$ cat config.mk
export PLATFORM = sky130hd
export DESIGN_NAME = pcowp_top
export DESIGN_NICKNAME = d
export VERILOG_FILES = /design/src/pkg/pcowp_pkg.sv /design/src/pkg/pcowp_tick_if.sv /design/src/core/pcowp_qual_timer.sv /design/src/core/pcowp_top.sv
export SDC_FILE = /design/constraint.sdc
export NUM_CORES = 1
export LEC_CHECK = 0
export BUFFER_PORTS_ARGS = -buffer_cell sky130_fd_sc_hd__clkbuf_2
export CAP_MARGIN = 20
export CORE_MARGIN = 4
export CORE_UTILIZATION = 51
export DETAILED_ROUTE_END_ITERATION = 6
export PLACE_DENSITY = 0.78
export SLEW_MARGIN = 10
export SYNTH_ARGS = -nofsm -noshare
export SYNTH_HDL_FRONTEND = slang
export SYNTH_HIERARCHICAL = 1
export SYNTH_SLANG_ARGS = --single-unit
export TNS_END_PERCENT = 30
$ cat constraint.sdc
create_clock -name clk_i -period 7.2 [get_ports clk_i]
set_clock_uncertainty 0.1 [all_clocks]
set_input_delay 0.72 -clock clk_i [delete_from_list [all_inputs] [get_ports clk_i]]
set_output_delay 0.72 -clock clk_i [all_outputs]
set_load 0.02 [all_outputs]
$ cat src/pkg/pcowp_pkg.sv
// Purpose: shared constants for pack current and open-wire protection
// Assumes: 10 MHz clock, register port with one-cycle read latency
// Notes:   all offsets and the ctrl, delay cfg and delta reset values live here
package pcowp_pkg;
  localparam int unsigned CLK_HZ          = 10_000_000;
  localparam int unsigned US_TIME         = 1;
  localparam int unsigned US_CYCLES       = (CLK_HZ / 1_000_000) * US_TIME;
  localparam int unsigned DIR_MS          = 2;
  localparam int unsigned DIR_CYCLES      = (CLK_HZ / 1000) * DIR_MS;
  localparam int unsigned OW_SCAN_PERIOD  = 32;
  localparam logic [11:0] ADC_MIN_CODE    = 12'h000;
  localparam logic [11:0] ADC_MAX_CODE    = 12'hFFF;
  localparam logic [11:0] DELTA_DISABLE   = 12'hFFF;
  // scan periods in ms per mode
  localparam int unsigned SCAN_NORMAL_MS  = 32;
  localparam int unsigned SCAN_IDLE_MS    = 256;
  localparam int unsigned SCAN_DOZE_MS    = 512;
  // register offsets (word index)
  localparam logic [3:0] REG_CTRL     = 4'h0;
  localparam logic [3:0] REG_OCD_CFG  = 4'h1;
  localparam logic [3:0] REG_OCC_CFG  = 4'h2;
  localparam logic [3:0] REG_SC_CFG   = 4'h3;
  localparam logic [3:0] REG_DELTA    = 4'h4;
  localparam logic [3:0] REG_STATUS   = 4'h5;
  localparam logic [3:0] REG_CUR_FULL = 4'h6;
  localparam logic [3:0] REG_CUR_CMP  = 4'h7;
  localparam logic [3:0] REG_CAL      = 4'h8;
  localparam logic [3:0] REG_FLT_CLR  = 4'h9;
  // reset values
  localparam logic [15:0] CTRL_RST    = 16'h0000;
  localparam logic [15:0] DLY_CFG_RST = 16'h0000;
  localparam logic [11:0] DELTA_RST   = 12'hFFF;
  // ctrl fields
  localparam int unsigned CTRL_OPEN_WIRE_SHUTDOWN_SELECT  = 0;
  localparam int unsigned CTRL_OWDIS  = 1;
  localparam int unsigned CTRL_HFO    = 2;
  localparam int unsigned CTRL_GAIN   = 3;
  localparam int unsigned CTRL_MODE   = 5;
  localparam int unsigned CTRL_SEL    = 8;
  localparam int unsigned CTRL_OCC    = 11;
  localparam int unsigned CTRL_SCS    = 13;
  // delay cfg fields: count [9:0], scale [11:10]
  localparam int unsigned DLY_SCALE   = 10;

  typedef enum logic [1:0] {
    PCOWP_NORMAL = 2'b00,
    PCOWP_IDLE   = 2'b01,
    PCOWP_DOZE   = 2'b10,
    PCOWP_SLEEP  = 2'b11
  } pcowp_mode_t;

  typedef enum logic [1:0] {
    PCOWP_DIR_NONE = 2'b00,
    PCOWP_DIR_CHG  = 2'b01,
    PCOWP_DIR_DSG  = 2'b10
  } pcowp_dir_t;

  // threshold lookups in mV
  function automatic logic [8:0] pcowp_ocd_mv(input logic [2:0] s);
    logic [8:0] r;
    r = 9'h000;
    unique case (s)
      3'h0: r = 9'h004;
      3'h1: r = 9'h008;
      3'h2: r = 9'h010;
      3'h3: r = 9'h018;
      3'h4: r = 9'h020;
      3'h5: r = 9'h030;
      3'h6: r = 9'h040;
      3'h7: r = 9'h060;
    endcase
    return r;
  endfunction : pcowp_ocd_mv

  function automatic logic [8:0] pcowp_occ_mv(input logic [2:0] s);
    logic [8:0] r;
    r = 9'h000;
    unique case (s)
      3'h0: r = 9'h001;
      3'h1: r = 9'h002;
      3'h2: r = 9'h004;
      3'h3: r = 9'h006;
      3'h4: r = 9'h008;
      3'h5: r = 9'h00C;
      3'h6: r = 9'h010;
      3'h7: r = 9'h018;
    endcase
    return r;
  endfunction : pcowp_occ_mv

  function automatic logic [8:0] pcowp_sc_mv(input logic [2:0] s);
    logic [8:0] r;
    r = 9'h000;
    unique case (s)
      3'h0: r = 9'h010;
      3'h1: r = 9'h018;
      3'h2: r = 9'h020;
      3'h3: r = 9'h030;
      3'h4: r = 9'h040;
      3'h5: r = 9'h060;
      3'h6: r = 9'h080;
      3'h7: r = 9'h100;
    endcase
    return r;
  endfunction : pcowp_sc_mv
endpackage : pcowp_pkg

$ cat src/pkg/pcowp_tick_if.sv
// Purpose: time-base ticks shared between top and timer
// Assumes: one clock domain
// Notes:   each tick is a one-cycle pulse
`timescale 1ns/1ps
interface pcowp_tick_if;
  logic us_tick;
  logic ms_tick;
  logic s_tick;
  logic min_tick;
  modport src (output us_tick, output ms_tick, output s_tick, output min_tick);
  modport dst (input us_tick, input ms_tick, input s_tick, input min_tick);
endinterface : pcowp_tick_if

$ cat src/core/pcowp_qual_timer.sv
// Purpose: qualify one current fault over a scaled 10-bit delay
// Assumes: over_i is synchronous to clk_i
// Notes:   count restarts whenever the condition drops
`timescale 1ns/1ps
module pcowp_qual_timer (
  input  wire logic  clk_i,
  input  wire logic  reset_i,
  pcowp_tick_if.dst  tick,
  input  wire logic  over_i,
  input  wire logic [11:0] cfg_i,
  output logic       hit_o
);
  logic [9:0] cnt_q;
  logic       unit;

  always_comb begin
    unique case (cfg_i[pcowp_pkg::DLY_SCALE +: 2])
      2'b00: unit = tick.us_tick;
      2'b01: unit = tick.ms_tick;
      2'b10: unit = tick.s_tick;
      2'b11: unit = tick.min_tick;
    endcase
  end

  always_ff @(posedge clk_i or posedge reset_i) begin
    if (reset_i) begin
      cnt_q <= 10'h000;
    end else if (!over_i) begin
      cnt_q <= 10'h000;
    end else if (unit && cnt_q != cfg_i[9:0]) begin
      cnt_q <= cnt_q + 10'h001;
    end
  end

  // zero delay qualifies on the first sample over threshold
  assign hit_o = over_i && (cnt_q == cfg_i[9:0]);

  a_restart_zero: assert property (@(posedge clk_i) disable iff (reset_i)
    !over_i |=> cnt_q == 10'h000) else $error("qual count not restarted");
endmodule : pcowp_qual_timer

$ cat src/core/pcowp_top.sv
// Purpose: pack current and open-wire protection logic
// Assumes: cell codes and sense voltages are sampled on clk_i by the analog front end
// Notes:   sense voltages are magnitudes in mV, integer part
// Overview of operation
// - after each open-wire test, any cell code at min or max flags open wire
// - open wire with shutdown select 0 turns off FETs, pack-disable stays off
// - with shutdown select 0 scanning, current monitor and mode stepping continue
// - open wire with shutdown select 1 flags, turns off FETs, drives pack-disable
// - a later clean test resets open-wire flag; other checks gate FETs
// - open-wire test runs on the scan after cell fail was raised
// - current monitor runs in all modes except sleep
// - three thresholds compared; action only after each qualifying duration
// - charge-present or discharge-present flag follows detected direction
// - two-bit gain select picks x5, x50 or x500
// - store offset-corrected 14-bit result and 12-bit comparison value
// - readout spans 250, 25 or 2.5 mV per gain
// - fault path runs in all modes except sleep and chooses its own gain
// - direction state entered and left only after 2 ms persistence
// - discharge overcurrent codes map to 4 through 96 mV
// - charge overcurrent codes map to 1 through 24 mV
// - short-circuit codes map to 16 through 256 mV
// - each fault has 10-bit count and 2-bit scale delay
// - scale selects microseconds, milliseconds, seconds or minutes
// - scans repeat every 32, 256 or 512 ms by mode
// - test on cell-fail onset then every 32 scans; disable bit suppresses
// - cell fail when max-min spread exceeds delta limit; all ones disables
// - qualified overcurrent turns power FET off unless override; short always turns power FET off
//
// Added by the designer: the plain strobed port and the placing of the registers.
`timescale 1ns/1ps
module pcowp_top #(
  parameter int unsigned NCELL     = 8,
  parameter int unsigned MS_CYCLES = 10_000
) (
  input  wire logic             clk_i,
  input  wire logic             reset_i,
  input  wire logic [3:0]       addr_i,
  input  wire logic [15:0]      wdata_i,
  input  wire logic             wr_i,
  input  wire logic             rd_i,
  output logic      [15:0]      rdata_o,
  input  wire logic [NCELL*12-1:0] cell_code_i,
  input  wire logic [8:0]       sense_mv_i,
  input  wire logic             sense_dsg_i,
  input  wire logic             sense_chg_i,
  input  wire logic [13:0]      cur_raw_i,
  input  wire logic             cur_valid_i,
  output logic                  power_fet_on_o,
  output logic                  balance_fet_on_o,
  output logic                  pack_disable_output_o,
  output logic                  monitor_active_o,
  output logic                  scan_strobe_o,
  output logic                  ow_test_o,
  output logic [1:0]            fault_gain_o
);
  // sense voltage and direction pins from the analog side pass two flops
  logic [8:0] smv_m, smv_s;
  logic [1:0] dir_m, dir_s;
  always_ff @(posedge clk_i or posedge reset_i) begin
    if (reset_i) begin
      smv_m <= 9'h000;
      smv_s <= 9'h000;
      dir_m <= 2'b00;
      dir_s <= 2'b00;
    end else begin
      smv_m <= sense_mv_i;
      smv_s <= smv_m;
      dir_m <= {sense_dsg_i, sense_chg_i};
      dir_s <= dir_m;
    end
  end

  // registers
  logic [15:0] ctrl_q, ocd_q, occ_q, sc_q;
  logic [11:0] delta_q;
  logic [13:0] cal_q;
  logic        clr_q;
  always_ff @(posedge clk_i or posedge reset_i) begin
    if (reset_i) begin
      ctrl_q  <= pcowp_pkg::CTRL_RST;
      ocd_q   <= pcowp_pkg::DLY_CFG_RST;
      occ_q   <= pcowp_pkg::DLY_CFG_RST;
      sc_q    <= pcowp_pkg::DLY_CFG_RST;
      delta_q <= pcowp_pkg::DELTA_RST;
      cal_q   <= 14'h0000;
      clr_q   <= 1'b0;
    end else begin
      clr_q <= wr_i && addr_i == pcowp_pkg::REG_FLT_CLR;
      if (wr_i) begin
        unique case (addr_i)
          pcowp_pkg::REG_CTRL:    ctrl_q  <= wdata_i;
          pcowp_pkg::REG_OCD_CFG: ocd_q   <= {4'h0, wdata_i[11:0]};
          pcowp_pkg::REG_OCC_CFG: occ_q   <= {4'h0, wdata_i[11:0]};
          pcowp_pkg::REG_SC_CFG:  sc_q    <= {4'h0, wdata_i[11:0]};
          pcowp_pkg::REG_DELTA:   delta_q <= wdata_i[11:0];
          pcowp_pkg::REG_CAL:     cal_q   <= wdata_i[13:0];
          default: ;
        endcase
      end
    end
  end

  logic        open_wire_shutdown_select, owdis, hfo;
  logic [1:0]  gain_sel;
  pcowp_pkg::pcowp_mode_t mode;
  assign open_wire_shutdown_select    = ctrl_q[pcowp_pkg::CTRL_OPEN_WIRE_SHUTDOWN_SELECT];
  assign owdis    = ctrl_q[pcowp_pkg::CTRL_OWDIS];
  assign hfo      = ctrl_q[pcowp_pkg::CTRL_HFO];
  assign gain_sel = ctrl_q[pcowp_pkg::CTRL_GAIN +: 2];
  assign mode     = pcowp_pkg::pcowp_mode_t'(ctrl_q[pcowp_pkg::CTRL_MODE +: 2]);

  // time base
  pcowp_tick_if tick ();
  logic [9:0]  us_pre_q;
  logic [31:0] ms_pre_q;
  logic [9:0]  s_pre_q;
  logic [5:0]  min_pre_q;
  always_ff @(posedge clk_i or posedge reset_i) begin
    if (reset_i) begin
      us_pre_q  <= 10'h000;
      ms_pre_q  <= 32'h0000_0000;
      s_pre_q   <= 10'h000;
      min_pre_q <= 6'h00;
    end else begin
      us_pre_q <= (us_pre_q == 10'(pcowp_pkg::US_CYCLES - 1)) ? 10'h000 : us_pre_q + 10'h001;
      ms_pre_q <= (ms_pre_q == 32'(MS_CYCLES - 1)) ? 32'h0000_0000 : ms_pre_q + 32'h0000_0001;
      if (tick.ms_tick) s_pre_q <= (s_pre_q == 10'h3E7) ? 10'h000 : s_pre_q + 10'h001;
      if (tick.s_tick) min_pre_q <= (min_pre_q == 6'h3B) ? 6'h00 : min_pre_q + 6'h01;
    end
  end
  assign tick.us_tick  = us_pre_q == 10'(pcowp_pkg::US_CYCLES - 1);
  assign tick.ms_tick  = ms_pre_q == 32'(MS_CYCLES - 1);
  assign tick.s_tick   = tick.ms_tick && s_pre_q == 10'h3E7;
  assign tick.min_tick = tick.s_tick && min_pre_q == 6'h3B;

  // scan timer; sleep stops scanning
  logic [9:0] scan_ms_q, scan_len;
  logic       scan_p;
  always_comb begin
    unique case (mode)
      pcowp_pkg::PCOWP_NORMAL: scan_len = 10'(pcowp_pkg::SCAN_NORMAL_MS);
      pcowp_pkg::PCOWP_IDLE:   scan_len = 10'(pcowp_pkg::SCAN_IDLE_MS);
      pcowp_pkg::PCOWP_DOZE:   scan_len = 10'(pcowp_pkg::SCAN_DOZE_MS);
      pcowp_pkg::PCOWP_SLEEP:  scan_len = 10'h000;
    endcase
  end
  assign scan_p = tick.ms_tick && scan_len != 10'h000 && scan_ms_q >= scan_len - 10'h001;
  always_ff @(posedge clk_i or posedge reset_i) begin
    if (reset_i) scan_ms_q <= 10'h000;
    else if (scan_p) scan_ms_q <= 10'h000;
    else if (tick.ms_tick) scan_ms_q <= scan_ms_q + 10'h001;
  end

  // cell spread and end-of-test extreme check
  logic [11:0] cmax, cmin;
  logic        any_ext, spread_hi;
  always_comb begin
    cmax = 12'h000;
    cmin = 12'hFFF;
    any_ext = 1'b0;
    for (int i = 0; i < NCELL; i++) begin
      if (cell_code_i[i*12 +: 12] > cmax) cmax = cell_code_i[i*12 +: 12];
      if (cell_code_i[i*12 +: 12] < cmin) cmin = cell_code_i[i*12 +: 12];
      if (cell_code_i[i*12 +: 12] == pcowp_pkg::ADC_MIN_CODE ||
          cell_code_i[i*12 +: 12] == pcowp_pkg::ADC_MAX_CODE) any_ext = 1'b1;
    end
    // all-ones limit can never be exceeded
    spread_hi = (cmax - cmin) > delta_q;
  end

  logic       cell_fail_flag_q, ow_q, ow_pend_q, ow_test_q;
  logic [4:0] ow_scan_q;
  always_ff @(posedge clk_i or posedge reset_i) begin
    if (reset_i) begin
      cell_fail_flag_q   <= 1'b0;
      ow_pend_q <= 1'b0;
      ow_test_q <= 1'b0;
      ow_scan_q <= 5'h00;
      ow_q      <= 1'b0;
    end else begin
      ow_test_q <= 1'b0;
      if (scan_p) begin
        cell_fail_flag_q <= spread_hi;
        // a test rides the scan after cell fail first shows
        if (ow_pend_q && !owdis) begin
          ow_test_q <= 1'b1;
          ow_pend_q <= 1'b0;
        end
        if (spread_hi && !owdis) begin
          if (!cell_fail_flag_q || ow_scan_q == 5'(pcowp_pkg::OW_SCAN_PERIOD - 1)) ow_pend_q <= 1'b1;
          ow_scan_q <= (!cell_fail_flag_q) ? 5'h00 : ow_scan_q + 5'h01;
        end else if (!spread_hi) begin
          ow_scan_q <= 5'h00;
        end
      end
      if (ow_test_q) ow_q <= any_ext;
    end
  end

  // pack-disable latches; only reset clears it, as it may blow a fuse
  logic psd_q;
  always_ff @(posedge clk_i or posedge reset_i) begin
    if (reset_i) psd_q <= 1'b0;
    else if (ow_test_q && any_ext && open_wire_shutdown_select) psd_q <= 1'b1;
  end

  // current monitor; off in sleep
  logic mon_on;
  assign mon_on = mode != pcowp_pkg::PCOWP_SLEEP;

  logic ov_ocd, ov_occ, ov_sc, hit_ocd, hit_occ, hit_sc;
  assign ov_ocd = mon_on && dir_s[1] && smv_s > pcowp_pkg::pcowp_ocd_mv(ctrl_q[pcowp_pkg::CTRL_SEL +: 3]);
  // charge select top bit is shared with the short-circuit select
  assign ov_occ = mon_on && dir_s[0] &&
                  smv_s > pcowp_pkg::pcowp_occ_mv({ctrl_q[15], ctrl_q[pcowp_pkg::CTRL_OCC +: 2]});
  assign ov_sc  = mon_on && dir_s[1] && smv_s > pcowp_pkg::pcowp_sc_mv({ctrl_q[15], ctrl_q[pcowp_pkg::CTRL_SCS +: 2]});

  pcowp_qual_timer u_q_ocd (.clk_i(clk_i), .reset_i(reset_i), .tick(tick), .over_i(ov_ocd),
                            .cfg_i(ocd_q[11:0]), .hit_o(hit_ocd));
  pcowp_qual_timer u_q_occ (.clk_i(clk_i), .reset_i(reset_i), .tick(tick), .over_i(ov_occ),
                            .cfg_i(occ_q[11:0]), .hit_o(hit_occ));
  pcowp_qual_timer u_q_sc  (.clk_i(clk_i), .reset_i(reset_i), .tick(tick), .over_i(ov_sc),
                            .cfg_i(sc_q[11:0]), .hit_o(hit_sc));

  // fault flags: hardware set beats software clear
  logic doc_q, coc_q, dsc_q;
  always_ff @(posedge clk_i or posedge reset_i) begin
    if (reset_i) begin
      doc_q <= 1'b0;
      coc_q <= 1'b0;
      dsc_q <= 1'b0;
    end else begin
      doc_q <= hit_ocd | (doc_q & ~clr_q);
      coc_q <= hit_occ | (coc_q & ~clr_q);
      dsc_q <= hit_sc  | (dsc_q & ~clr_q);
    end
  end

  // direction debounce
  logic [15:0] dir_cnt_q;
  pcowp_pkg::pcowp_dir_t dir_q, dir_raw;
  assign dir_raw = !mon_on ? pcowp_pkg::PCOWP_DIR_NONE :
                   dir_s == 2'b10 ? pcowp_pkg::PCOWP_DIR_DSG :
                   dir_s == 2'b01 ? pcowp_pkg::PCOWP_DIR_CHG : pcowp_pkg::PCOWP_DIR_NONE;
  always_ff @(posedge clk_i or posedge reset_i) begin
    if (reset_i) begin
      dir_q     <= pcowp_pkg::PCOWP_DIR_NONE;
      dir_cnt_q <= 16'h0000;
    end else if (dir_raw == dir_q) begin
      dir_cnt_q <= 16'h0000;
    end else if (dir_cnt_q == 16'(pcowp_pkg::DIR_CYCLES - 1)) begin
      dir_q     <= dir_raw;
      dir_cnt_q <= 16'h0000;
    end else begin
      dir_cnt_q <= dir_cnt_q + 16'h0001;
    end
  end

  // measurement results; fault path gain picked from the charge or discharge scale
  logic [13:0] cur_full_q;
  logic [11:0] cur_cmp_q;
  logic [1:0]  fgain_q;
  always_ff @(posedge clk_i or posedge reset_i) begin
    if (reset_i) begin
      cur_full_q <= 14'h0000;
      cur_cmp_q  <= 12'h000;
      fgain_q    <= 2'b00;
    end else begin
      if (cur_valid_i) begin
        cur_full_q <= cur_raw_i - cal_q;
        cur_cmp_q  <= 12'((cur_raw_i - cal_q) >> 2);
      end
      fgain_q <= dir_s[0] ? 2'b01 : 2'b00;
    end
  end

  // outputs
  logic fet_kill;
  assign fet_kill = ow_q || dsc_q || (!hfo && (doc_q || coc_q));
  always_ff @(posedge clk_i or posedge reset_i) begin
    if (reset_i) begin
      power_fet_on_o        <= 1'b0;
      balance_fet_on_o      <= 1'b0;
      pack_disable_output_o <= 1'b0;
      monitor_active_o      <= 1'b0;
      scan_strobe_o         <= 1'b0;
      ow_test_o             <= 1'b0;
      fault_gain_o          <= 2'b00;
      rdata_o               <= 16'h0000;
    end else begin
      power_fet_on_o        <= !fet_kill && !psd_q;
      balance_fet_on_o      <= !ow_q && !cell_fail_flag_q && !psd_q;
      pack_disable_output_o <= psd_q;
      monitor_active_o      <= mon_on;
      scan_strobe_o         <= scan_p;
      ow_test_o             <= ow_test_q;
      fault_gain_o          <= fgain_q;
      rdata_o               <= 16'h0000;
      if (rd_i) begin
        unique case (addr_i)
          pcowp_pkg::REG_CTRL:     rdata_o <= ctrl_q;
          pcowp_pkg::REG_OCD_CFG:  rdata_o <= ocd_q;
          pcowp_pkg::REG_OCC_CFG:  rdata_o <= occ_q;
          pcowp_pkg::REG_SC_CFG:   rdata_o <= sc_q;
          pcowp_pkg::REG_DELTA:    rdata_o <= {4'h0, delta_q};
          pcowp_pkg::REG_STATUS:   rdata_o <= {7'h00, gain_sel, psd_q, dir_q == pcowp_pkg::PCOWP_DIR_DSG,
                                               dir_q == pcowp_pkg::PCOWP_DIR_CHG, dsc_q, coc_q, doc_q, ow_q};
          pcowp_pkg::REG_CUR_FULL: rdata_o <= {2'b00, cur_full_q};
          pcowp_pkg::REG_CUR_CMP:  rdata_o <= {4'h0, cur_cmp_q};
          pcowp_pkg::REG_CAL:      rdata_o <= {2'b00, cal_q};
          default:                 rdata_o <= 16'h0000;
        endcase
      end
    end
  end

  a_ow_fet_off: assert property (@(posedge clk_i) disable iff (reset_i)
    ow_q |=> !power_fet_on_o && !balance_fet_on_o) else $error("fets on during open wire");
  a_psd_on_open_wire_shutdown_select: assert property (@(posedge clk_i) disable iff (reset_i)
    ow_test_q && any_ext && open_wire_shutdown_select |=> ##1 pack_disable_output_o) else $error("pack disable missing");
  a_sc_always_off: assert property (@(posedge clk_i) disable iff (reset_i)
    hit_sc |=> ##1 !power_fet_on_o) else $error("short did not turn fets off");
  a_dir_hold: assert property (@(posedge clk_i) disable iff (reset_i)
    $changed(dir_q) |-> $past(dir_cnt_q) == 16'(pcowp_pkg::DIR_CYCLES - 1)) else $error("direction changed early");
  a_ow_after_test: assert property (@(posedge clk_i) disable iff (reset_i)
    $changed(ow_q) |-> $past(ow_test_q)) else $error("open flag moved without test");
  a_mon_sleep: assert property (@(posedge clk_i) disable iff (reset_i)
    mode == pcowp_pkg::PCOWP_SLEEP |-> !ov_ocd && !ov_occ && !ov_sc) else $error("monitor active in sleep");
  a_test_needs_cf: assert property (@(posedge clk_i) disable iff (reset_i)
    ow_test_q |-> $past(ow_pend_q)) else $error("test without cell fail");
  a_oc_override: assert property (@(posedge clk_i) disable iff (reset_i)
    hfo && !ow_q && !dsc_q && !psd_q && $stable(hfo) |=> power_fet_on_o) else $error("override ignored");
endmodule : pcowp_top

-- Word-level counts from Yosys, hierarchy flattened
Memory sizes are Yosys's and may differ from the RTL's.
Cells that the tools add are included.
- order comparisons: 21
- muxes and demuxes: 56
- equal/unequal tests: 51
- bitwise gates (word level): 8
- reductions and logical operators: 65
- add/subtract/negate cells: 13
- operators by type and width (operator ; count):
    $mux W12 ; 16
    $pmux W16 S9 ; 1
    $mux W10 ; 10
    $eq A12 B12 Y1 const B ; 8
    $gt A12 B12 Y1 ; 8
    $logic_not A12 Y1 ; 8
    $lt A12 B12 Y1 ; 7
    $add A10 B1 Y10 const B ; 6
    $mux W16 ; 3
    $pmux W10 S4 ; 1
    $add A32 B1 Y32 const B ; 1
    $eq A32 B14 Y1 const B ; 1
    $mux W32 ; 1
    $eq A10 B10 Y1 ; 3
    $ne A10 B10 Y1 ; 3
    $gt A9 B9 Y1 ; 3
    $logic_and A1 B1 Y1 ; 24
    $eq A2 B2 Y1 const B ; 10
    $add A16 B1 Y16 const B ; 1
    $eq A16 B15 Y1 const B ; 1
    $eq A4 B3 Y1 const B ; 4
    $reduce_and A2 Y1 ; 8
    $mux W1 ; 15
    $mux W5 ; 3
    31 further kinds ; 68
- ROM bits: 128
- memories: 3
- bits in registers: 280
- logic and storage cells: 258
- input bits: 146
- memories (name ; depth ; bits a word ; rd ports ; clocked after Yosys merged registers in ; wr ports ; line ; RTL):
    (name not given) ; 8 ; 6 ; 1 ; 0 ; 0 ; pcowp_pkg.sv:94 ; unique case (s)
    (name not given) ; 8 ; 5 ; 1 ; 0 ; 0 ; pcowp_pkg.sv:78 ; unique case (s)
    (name not given) ; 8 ; 5 ; 1 ; 0 ; 0 ; pcowp_pkg.sv:62 ; unique case (s)

-- Logic depth before layout (Yosys ltp)
Gate-level depths: netlist of the first run.
- depth after elaboration: 21
- mapped depth: 106
- depth with buffers taken out: 100

-- Cells and area by module
Netlist of the first run, hierarchy kept.
- modules (own cells, without submodules) (module ; area each (um^2) ; times used ; cells each):
    pcowp_top ; 18222.5 ; 1 ; 1984
    pcowp_qual_timer ; 759.5 ; 3 ; 78

-- Worst setup path before layout of the first run
OpenSTA, ideal clock, no wires.
- kind: input -> register
- start point: input port cell_code_i[9]
- end point: register ow_scan_q[0]
- data required time: 7.017 ns
- library setup time: 0.083 ns
- arrival time: 17.128 ns
- stages on the path: 98
- slack: -10.111 ns
- path through: inv_1 ha_1 a211oi_2 o21ai_1 or3_1 o21ai_1 clkbuf_1 mux2i_1 ha_1 a21oi_1 o21ai_1 a2111o_1 o21ai_1 clkbuf_1 buf_1 nor2_1 a21oi_1 inv_1 [... 62 more ...] a21o_1 a21o_1 a21o_1 a21oi_1 nor2_1 o21ai_0 nand2b_1 a21oi_1 xnor2_1 ha_1 nand4_1 or2_2 o21ai_0 o22a_1 nand2_1 nand2_1 nand2_1 o21ai_0
- word-level cells in the longest chain between the ends: 21
- RTL lines (item ; line ; RTL):
    start, declared ; pcowp_top.sv:42 ; input wire logic [NCELL*12-1:0] cell_code_i,
    $gt A12 B1 Y1 or $lt A12 B12 Y1 (tied branches) ; pcowp_top.sv:162, pcowp_top.sv:163 ;
    $mux W12 (on tied branches) ; pcowp_top.sv:162, pcowp_top.sv:163 ;
    $gt A12 B12 Y1 or $lt A12 B12 Y1 (tied branches) ; pcowp_top.sv:162, pcowp_top.sv:163 ;
    $mux W12 (on tied branches) ; pcowp_top.sv:162, pcowp_top.sv:163 ;
    $gt A12 B12 Y1 or $lt A12 B12 Y1 (tied branches) ; pcowp_top.sv:162, pcowp_top.sv:163 ;
    $mux W12 (on tied branches) ; pcowp_top.sv:162, pcowp_top.sv:163 ;
    $gt A12 B12 Y1 or $lt A12 B12 Y1 (tied branches) ; pcowp_top.sv:162, pcowp_top.sv:163 ;
    $mux W12 (on tied branches) ; pcowp_top.sv:162, pcowp_top.sv:163 ;
    [... 5 more ...] ; - ;
    $mux W12 (on tied branches) ; pcowp_top.sv:162, pcowp_top.sv:163 ;
    $gt A12 B12 Y1 or $lt A12 B12 Y1 (tied branches) ; pcowp_top.sv:162, pcowp_top.sv:163 ;
    $mux W12 (on tied branches) ; pcowp_top.sv:162, pcowp_top.sv:163 ;
    $sub A12 B12 Y12 (*) ; pcowp_top.sv:168 ; spread_hi = (cmax - cmin) > delta_q;
    $gt A12 B12 Y1 (*) ; pcowp_top.sv:168 ;
    $logic_and A1 B1 Y1 ; pcowp_top.sv:189 ; if (spread_hi && !owdis) begin
    $ne A2 B1 Y1 (no source line) ; - ;
    $reduce_and A2 Y1 (no source line) ; - ;
    end signal, assigned ; pcowp_top.sv:191 ; ow_scan_q <= (!cell_fail_flag_q) ? 5'h00 : ow_scan_q + 5'h01;
    end, declared ; pcowp_top.sv:172 ; logic [4:0] ow_scan_q;
Mark *: on every way between the ends. The rest lies on a longest branch, timed or not.
A chain may end at the register's enable or synchronous reset.

-- Worst setup path in the final report of the first run
- start point: input port cell_code_i[5]
- end point: register ow_scan_q[0]
Same word-level chain as after synthesis.

==> metrics.txt, run 1 <==
final std cells w/o fill 3287; Post-DP Area 0.02448 sq mm; crit path capture type register; status complete, but fails checks; Hold Crit Class input port to async pin; die width 208.5 um; first-pass GRT wire length 102800 um; CTS root buf clkbuf_16; clock latency on the worst-skew pair 0.57 ns; average wire per cell in the routed design 19.62 um; Avg Synthesized Cell Area 9.243 sq um; Post-route DRC 0; GR Overflow Total 0; vias 19802; largest net degree at the start of global routing 180; Fill cells 2979; RSZ-0062 raised after global routing true; Crit-path slowest cell mux2_4; final critical-path share of the clock period 216.7%; Buffers on Ports 168; CP max stage delay 0.33 ns; CTS tree built; number of buffers created by CTS 27; overall routing resource usage 28.21%; worst slew pin tran 1.052 ns; initial antenna violation count 1; leading area contributor after synthesis dfrtp_1; Leak 12.86 nW; DRT antenna net count 0; highest clock rate 64.09 MHz; Slew headroom 29.60%; Mapped Area 0.02050 sq mm; top cells by area, synth dfrtp_1, ha_1, mux2_2; part of the Yosys area used for sequential elements 32.79%; crit start category input port; Setup CP Type input port to register; CTS Sinks 268; number of synthesized register bits 268; drt initial violations 1814; synth unique cells 83; final worst path period need 15.60 ns; Peak VDD IR 0.5770 mV; post-route setup TNS -58.41 ns; final setup fails 7; CTS Buffer Depth 3; die area 0.04347 sq mm; H-tree Lvls 1; boundary pin count 170; post-synthesis async set-or-reset flop share 100.0%; row cnt 73; Total Routed Length 64490 um; cts hold-fix bufs 0; number of inserted diodes 0; layout cells sized above 1 33.27%; max-slew violations 0; core area 0.03973 sq mm; violated checks negative setup slack; final number of hold-violating endpoints 0; Placed Instances 3175; MaxCap Viol Count 0; vias in the first global route 20069; Area Growth Syn to Fin 29.43%; syn_nets 2589; Worst Setup Slack, final -8.404 ns; Final #Nets 3112; via/cell ratio 6.024; Post-synth EDFFs 0; Crit Path Max Fanout 7; Final Cell Area 0.02653 sq mm; total of warnings raised by yosys 6; die height 208.5 um; post-synthesis instance total 2218; prevailing post-synth register cell dfrtp_1; GP Congestion 1.005; critical path required time 7.52 ns; total power 11.65 mW; Initial Util 51.60%; Power Density 439.1 mW/mm^2; Yosys top cell area share 31.25%; arrival time of the worst setup path 15.92 ns; Final HPWL DP 48630 um; clock slew at reported path FFs 0.07 ns; DR pass1 iterations 6; most used cell along the critical path a21o_1
power breakdown:
group | total, mW | leakage (nW) | switching, mW | internal, mW
clock | 1.52 | 0.479 | 0.601 | 0.923
sequential | 1.89 | 3.44 | 0.204 | 1.69
combinational | 8.24 | 8.95 | 4.00 | 4.24
layer usage:
metal	part of all wire [%]	global-route usage, %	vias up
met5	0.020	0	-
met4	3.9	9.785	2
met2	48	47.64	878
met1	41	37.31	9526
li1	-	-	9187
met3	7.6	3.996	209
layout by cell type (no fill, tap or decap), types with 44 or more instances in the layout:
cell and n:
xor2_1 44, a21oi_1 96, buf_4 375, clkbuf_2 168, nor2_1 131, mux2_2 117, nand3_1 57, nand2_1 152
dfrtp_1 256, ha_1 203, a21o_1 72, nand4_1 93, xnor2_1 79, inv_1 147, o21ai_0 78
synth_stat cells (32+ instances only):
cell,n
nor2_1,139
clkbuf_1,44
dfrtp_1,256
nand4_1,93
a22oi_1,32
a21o_1,72
a21oi_1,128
xor2_1,44
mux2_2,121
ha_1,223
inv_1,158
nor3_1,37
nand3_1,57
nand2_1,159
mux2i_1,59
nor4_1,37
xnor2_1,79
and3_1,33
o21ai_0,119
layout make-up:
class | instances | area (sq um) | share of cell area [%]
inverter | 160 | 609.3 | 2.296
timing repair buffer | 561 | 3926 | 14.80
sequential | 268 | 6721 | 25.33
tap | 525 | 656.9 | 2.476
multi-input combinational | 1723 | 13640 | 51.41
clock buffer | 34 | 752.0 | 2.834
clock inverter | 16 | 227.7 | 0.8582
per-stage QoR:
| step | setup slack [ns] | hold slack [ns] | util [%] |
|---|---|---|---|
| 4_1_cts | -7.935 | 0.1236 | 65.64 |
| 6_report | -8.404 | 0.1258 | 66.78 |
| 5_1_grt | -9.285 | 0.1427 | 66.78 |
| 3_3_place_gp | -8.493 | 0.2318 | 61.59 |
| 2_1_floorplan | -7.947 | 0.2312 | - |
| 3_5_place_dp | -8.932 | 0.2397 | 61.61 |
kinds of logic (layout without fill, tap and decap cells):
| kind of cell | count (synthesis) | count (layout) | synth area share [%] |
|---|---|---|---|
| and+or+nand+nor | 679 | 682 | 17.30 |
| adders and majority gates | 227 | 227 | 13.90 |
| AOI/OAI and AO/OA | 504 | 504 | 16.09 |
| xor gates and xnor gates | 123 | 123 | 5.255 |
| buffers and inverters | 230 | 771 | 4.541 |
| muxes | 186 | 186 | 10.11 |
| DFF | 268 | 268 | 32.79 |
| other | 1 | 1 | 0.01829 |
critical path, delay by kind of cell:
kind | cells | cell delay, ns
AOI/OAI and AO/OA | 54 | 8.27
xor gates and xnor gates | 1 | 0.14
adders and majority gates | 9 | 2.21
buffers and inverters | 11 | 1.14
muxes | 3 | 0.74
and+or+nand+nor | 26 | 2.68
flip-flops by register name, indices dropped and copies added (netlist names), 2 cells and up:
name	flops
ms_pre_q	32
ctrl_q	16
dir_cnt_q	16
rdata_o	16
cal_q	14
cur_full_q	14
delta_q	12
occ_q	12
ocd_q	12
sc_q	12
s_pre_q	10
scan_ms_q	10
u_q_occ/cnt_q	10
u_q_ocd/cnt_q	10
u_q_sc/cnt_q	10
us_pre_q	10
smv_m	9
smv_s	9
min_pre_q	6
ow_scan_q	5
dir_m	2
dir_q	2
dir_s	2
final timing paths:
| kind | startpoint | endpoint | slack (ns) | cells past startpoint |
|---|---|---|---|---|
| max | cell_code_i[5] | ow_scan_q[0] | -8.40 | 104 |
| min | reset_i | u_q_ocd/cnt_q[7] | 0.13 | 2 |
| max reg2reg | ms_pre_q[0] | u_q_sc/cnt_q[6] | 3.32 | 12 |
| min reg2reg | smv_m[4] | smv_s[4] | 0.25 | 0 |
| max in group asynchronous | reset_i | us_pre_q[9] | 5.39 | 3 |
| min in group clk_i | sense_mv_i[3] | smv_m[3] | 0.16 | 1 |
what timing repair did:
action,CTS,global route
resized for setup,74,74
setup endpoints to repair,7,7
cloned,6,0
pin swaps,52,47
setup buffers,38,15
No activity file was read; power rests on OpenSTA's default activity.
==> inputs of run 2 (changes only) <==
--- a/config.mk
+++ b/config.mk
@@ -14,6 +14,5 @@
 export SLEW_MARGIN = 10
 export SYNTH_ARGS = -nofsm -noshare
 export SYNTH_HDL_FRONTEND = slang
-export SYNTH_HIERARCHICAL = 1
 export SYNTH_SLANG_ARGS = --single-unit
 export TNS_END_PERCENT = 30
==> run 2 against run 1 <==
Cell area hardly changed. Maximum frequency fell by 8.1%. Via count is 1.5% lower. Final cell count rose by 0.58%. Worst hold slack gained 0.057 ns. Critical path depth grew 11. Clock-buffer cell count fell by 1. First-iteration DRC count increased by 0.28%. Total power fell by 22%. Largest power group unchanged. Global-route usage up 1.3 points. The run still ends with negative setup slack left. Area after synthesis decreased by 0.43%. Non-clock buffer count is 24 higher.
==> metrics.txt, run 2 <==
total of warnings raised by yosys 0; final setup fails 7; worst slew pin tran 1.213 ns; die width 208.1 um; multi-input logic area 0.01334 sq mm; RSZ-0062 raised after global routing true; row cnt 73; Mapped Area 0.02041 sq mm; synth unique cells 81; leading area contributor after synthesis dfrtp_1; max-slew violations 0; highest clock rate 58.88 MHz; most common cell after layout, fill and taps aside buf_4; number of buffers created by CTS 27; Area Growth Syn to Fin 29.87%; Leak 13.17 nW; commonest cells after routing, fill and taps aside buf_4, dfrtp_1, ha_1; clock latency on the worst-skew pair 0.54 ns; Buffers on Ports 168; via/cell ratio 5.899; Post-route DRC 0; cts hold-fix bufs 0; layout cells sized above 1 33.08%; core area 0.03964 sq mm; Peak VDD IR 0.3215 mV; overall routing resource usage 29.53%; part of the Yosys area used for sequential elements 32.93%; Setup CP Type input port to register; CTS Sinks 268; prevailing post-synth register cell dfrtp_1; number of inserted diodes 0; CP max stage delay 0.52 ns; CTS tree built; GP Congestion 1.006; number of synthesized register bits 268; average wire per cell in the routed design 19.93 um; final worst path period need 16.98 ns; Crit Path Max Fanout 6; register area 0.006721 sq mm; final critical-path share of the clock period 235.9%; final number of hold-violating endpoints 0; post-synthesis async set-or-reset flop share 100.0%; Post-DP Area 0.02438 sq mm; crit start category input port; Final HPWL DP 50240 um; max FFs per register 32; violated checks negative setup slack; Final Core Density 66.87%; Final Cell Area 0.02651 sq mm; Post-Place Worst Slack -10.61 ns; MaxCap Viol Count 0; Worst Setup Slack, final -9.783 ns; syn_nets 2580; Fill cells 3082; Slew headroom 18.84%; vias in the first global route 20199; Min Hold Slack 0.1831 ns; critical path required time 7.54 ns; CTS root buf clkbuf_16; Biggest register ms_pre_q; die height 208.1 um; first-pass GRT wire length 106000 um; Yosys top cell area share 31.38%; drt initial violations 1819; clock slew at reported path FFs 0.06 ns; GR Overflow Total 0; boundary pin count 170; Post-synth EDFFs 0; die area 0.04329 sq mm; Power Density 345.0 mW/mm^2; Avg Synthesized Cell Area 9.236 sq um; Initial Util 51.49%; crit path capture type register; post-synthesis instance total 2210; Crit-path slowest cell or4_4; status complete, but fails checks; Total Routed Length 65890 um; Final #Nets 3130; synth cell count leaders dfrtp_1, ha_1, inv_1, mux2_2, nand2_1; Hold Crit Class input port to register; CTS Buffer Depth 3; initial antenna violation count 5; H-tree Lvls 1; top cells by area, synth dfrtp_1, ha_1, mux2_2; DRT antenna net count 0; largest net degree at the start of global routing 162; most common cell in the netlist dfrtp_1; DR pass1 iterations 6; arrival time of the worst setup path 17.33 ns; vias 19501
-- run 2: worst paths after layout --
check                           startpoint                to  slack [ns]  depth (start not counted)
max in group asynchronous          reset_i      dir_cnt_q[9]        5.40                          3
min in group asynchronous          reset_i      dir_cnt_q[2]        0.22                          2
hold / removal               sense_mv_i[1]          smv_m[1]        0.18                          1
setup / recovery           cell_code_i[17]      ow_scan_q[0]       -9.78                        115
hold reg to reg                   smv_m[4]          smv_s[4]        0.25                          0
setup reg to reg                s_pre_q[0]  u_q_ocd.cnt_q[5]        3.10                         11
-- run 2: cell type report --
| cell class | count | area share [%] |
|---|---|---|
| timing repair buffer | 585 | 15.36 |
| inverter | 197 | 2.870 |
| multi-input combinational | 1681 | 50.31 |
| clock buffer | 33 | 2.785 |
| tap | 525 | 2.478 |
| clock inverter | 17 | 0.8354 |
| sequential | 268 | 25.36 |
-- run 2: where the power goes --
part | total [mW] | internal [mW] | switching (mW)
sequential | 1.89 | 1.69 | 0.199
combinational | 5.76 | 3.01 | 2.75
clock | 1.50 | 0.909 | 0.591
-- run 2: cell families after synthesis --
| family | count (synthesis) | share of synthesized area (%) |
|---|---|---|
| XOR/XNOR | 145 | 6.258 |
| other | 1 | 0.01837 |
| AO/OA/AOI/OAI | 445 | 14.34 |
| flip-flops | 268 | 32.93 |
| buffers and inverters | 261 | 4.836 |
| adder cells (fa/ha/maj) | 224 | 13.80 |
| multiplexers | 216 | 11.49 |
| AND/OR/NAND/NOR | 650 | 16.32 |
-- run 2: worst max-delay path: cells and delay by family --
kind | cells | cell delay, ns
adder cells (fa/ha/maj) | 8 | 1.85
multiplexers | 6 | 1.42
AND/OR/NAND/NOR | 26 | 3.05
AO/OA/AOI/OAI | 44 | 7.05
buffers and inverters | 30 | 3.08
XOR/XNOR | 1 | 0.10
-- run 2: per-layer routing --
metal / global-route usage (%) / part of all wire, % / vias to the layer above
met5: 0 / 0.11 / -
li1: - / - / 9073
met1: 38.11 / 41 / 9373
met3: 4.735 / 7.0 / 222
met4: 10.71 / 4.1 / 10
met2: 50.42 / 48 / 823
-- run 2: what timing repair did --
action,4_1_cts,5_1_grt
pin swaps,47,29
gates resized for setup,105,29
setup endpoints to repair,7,7
cloned,1,0
buffers inserted,66,9
-- run 2: through the flow --
step | setup TNS (ns) | total power [mW] | std cells
3_3_place_gp | -70.34 | 6.807 | 3180
2_1_floorplan | -67.08 | 4.987 | 2210
3_5_place_dp | -73.77 | 7.033 | 3180
6_report | -68.03 | 9.145 | 3306
5_1_grt | -73.03 | 9.810 | 3306
4_1_cts | -65.25 | 8.983 | 3297
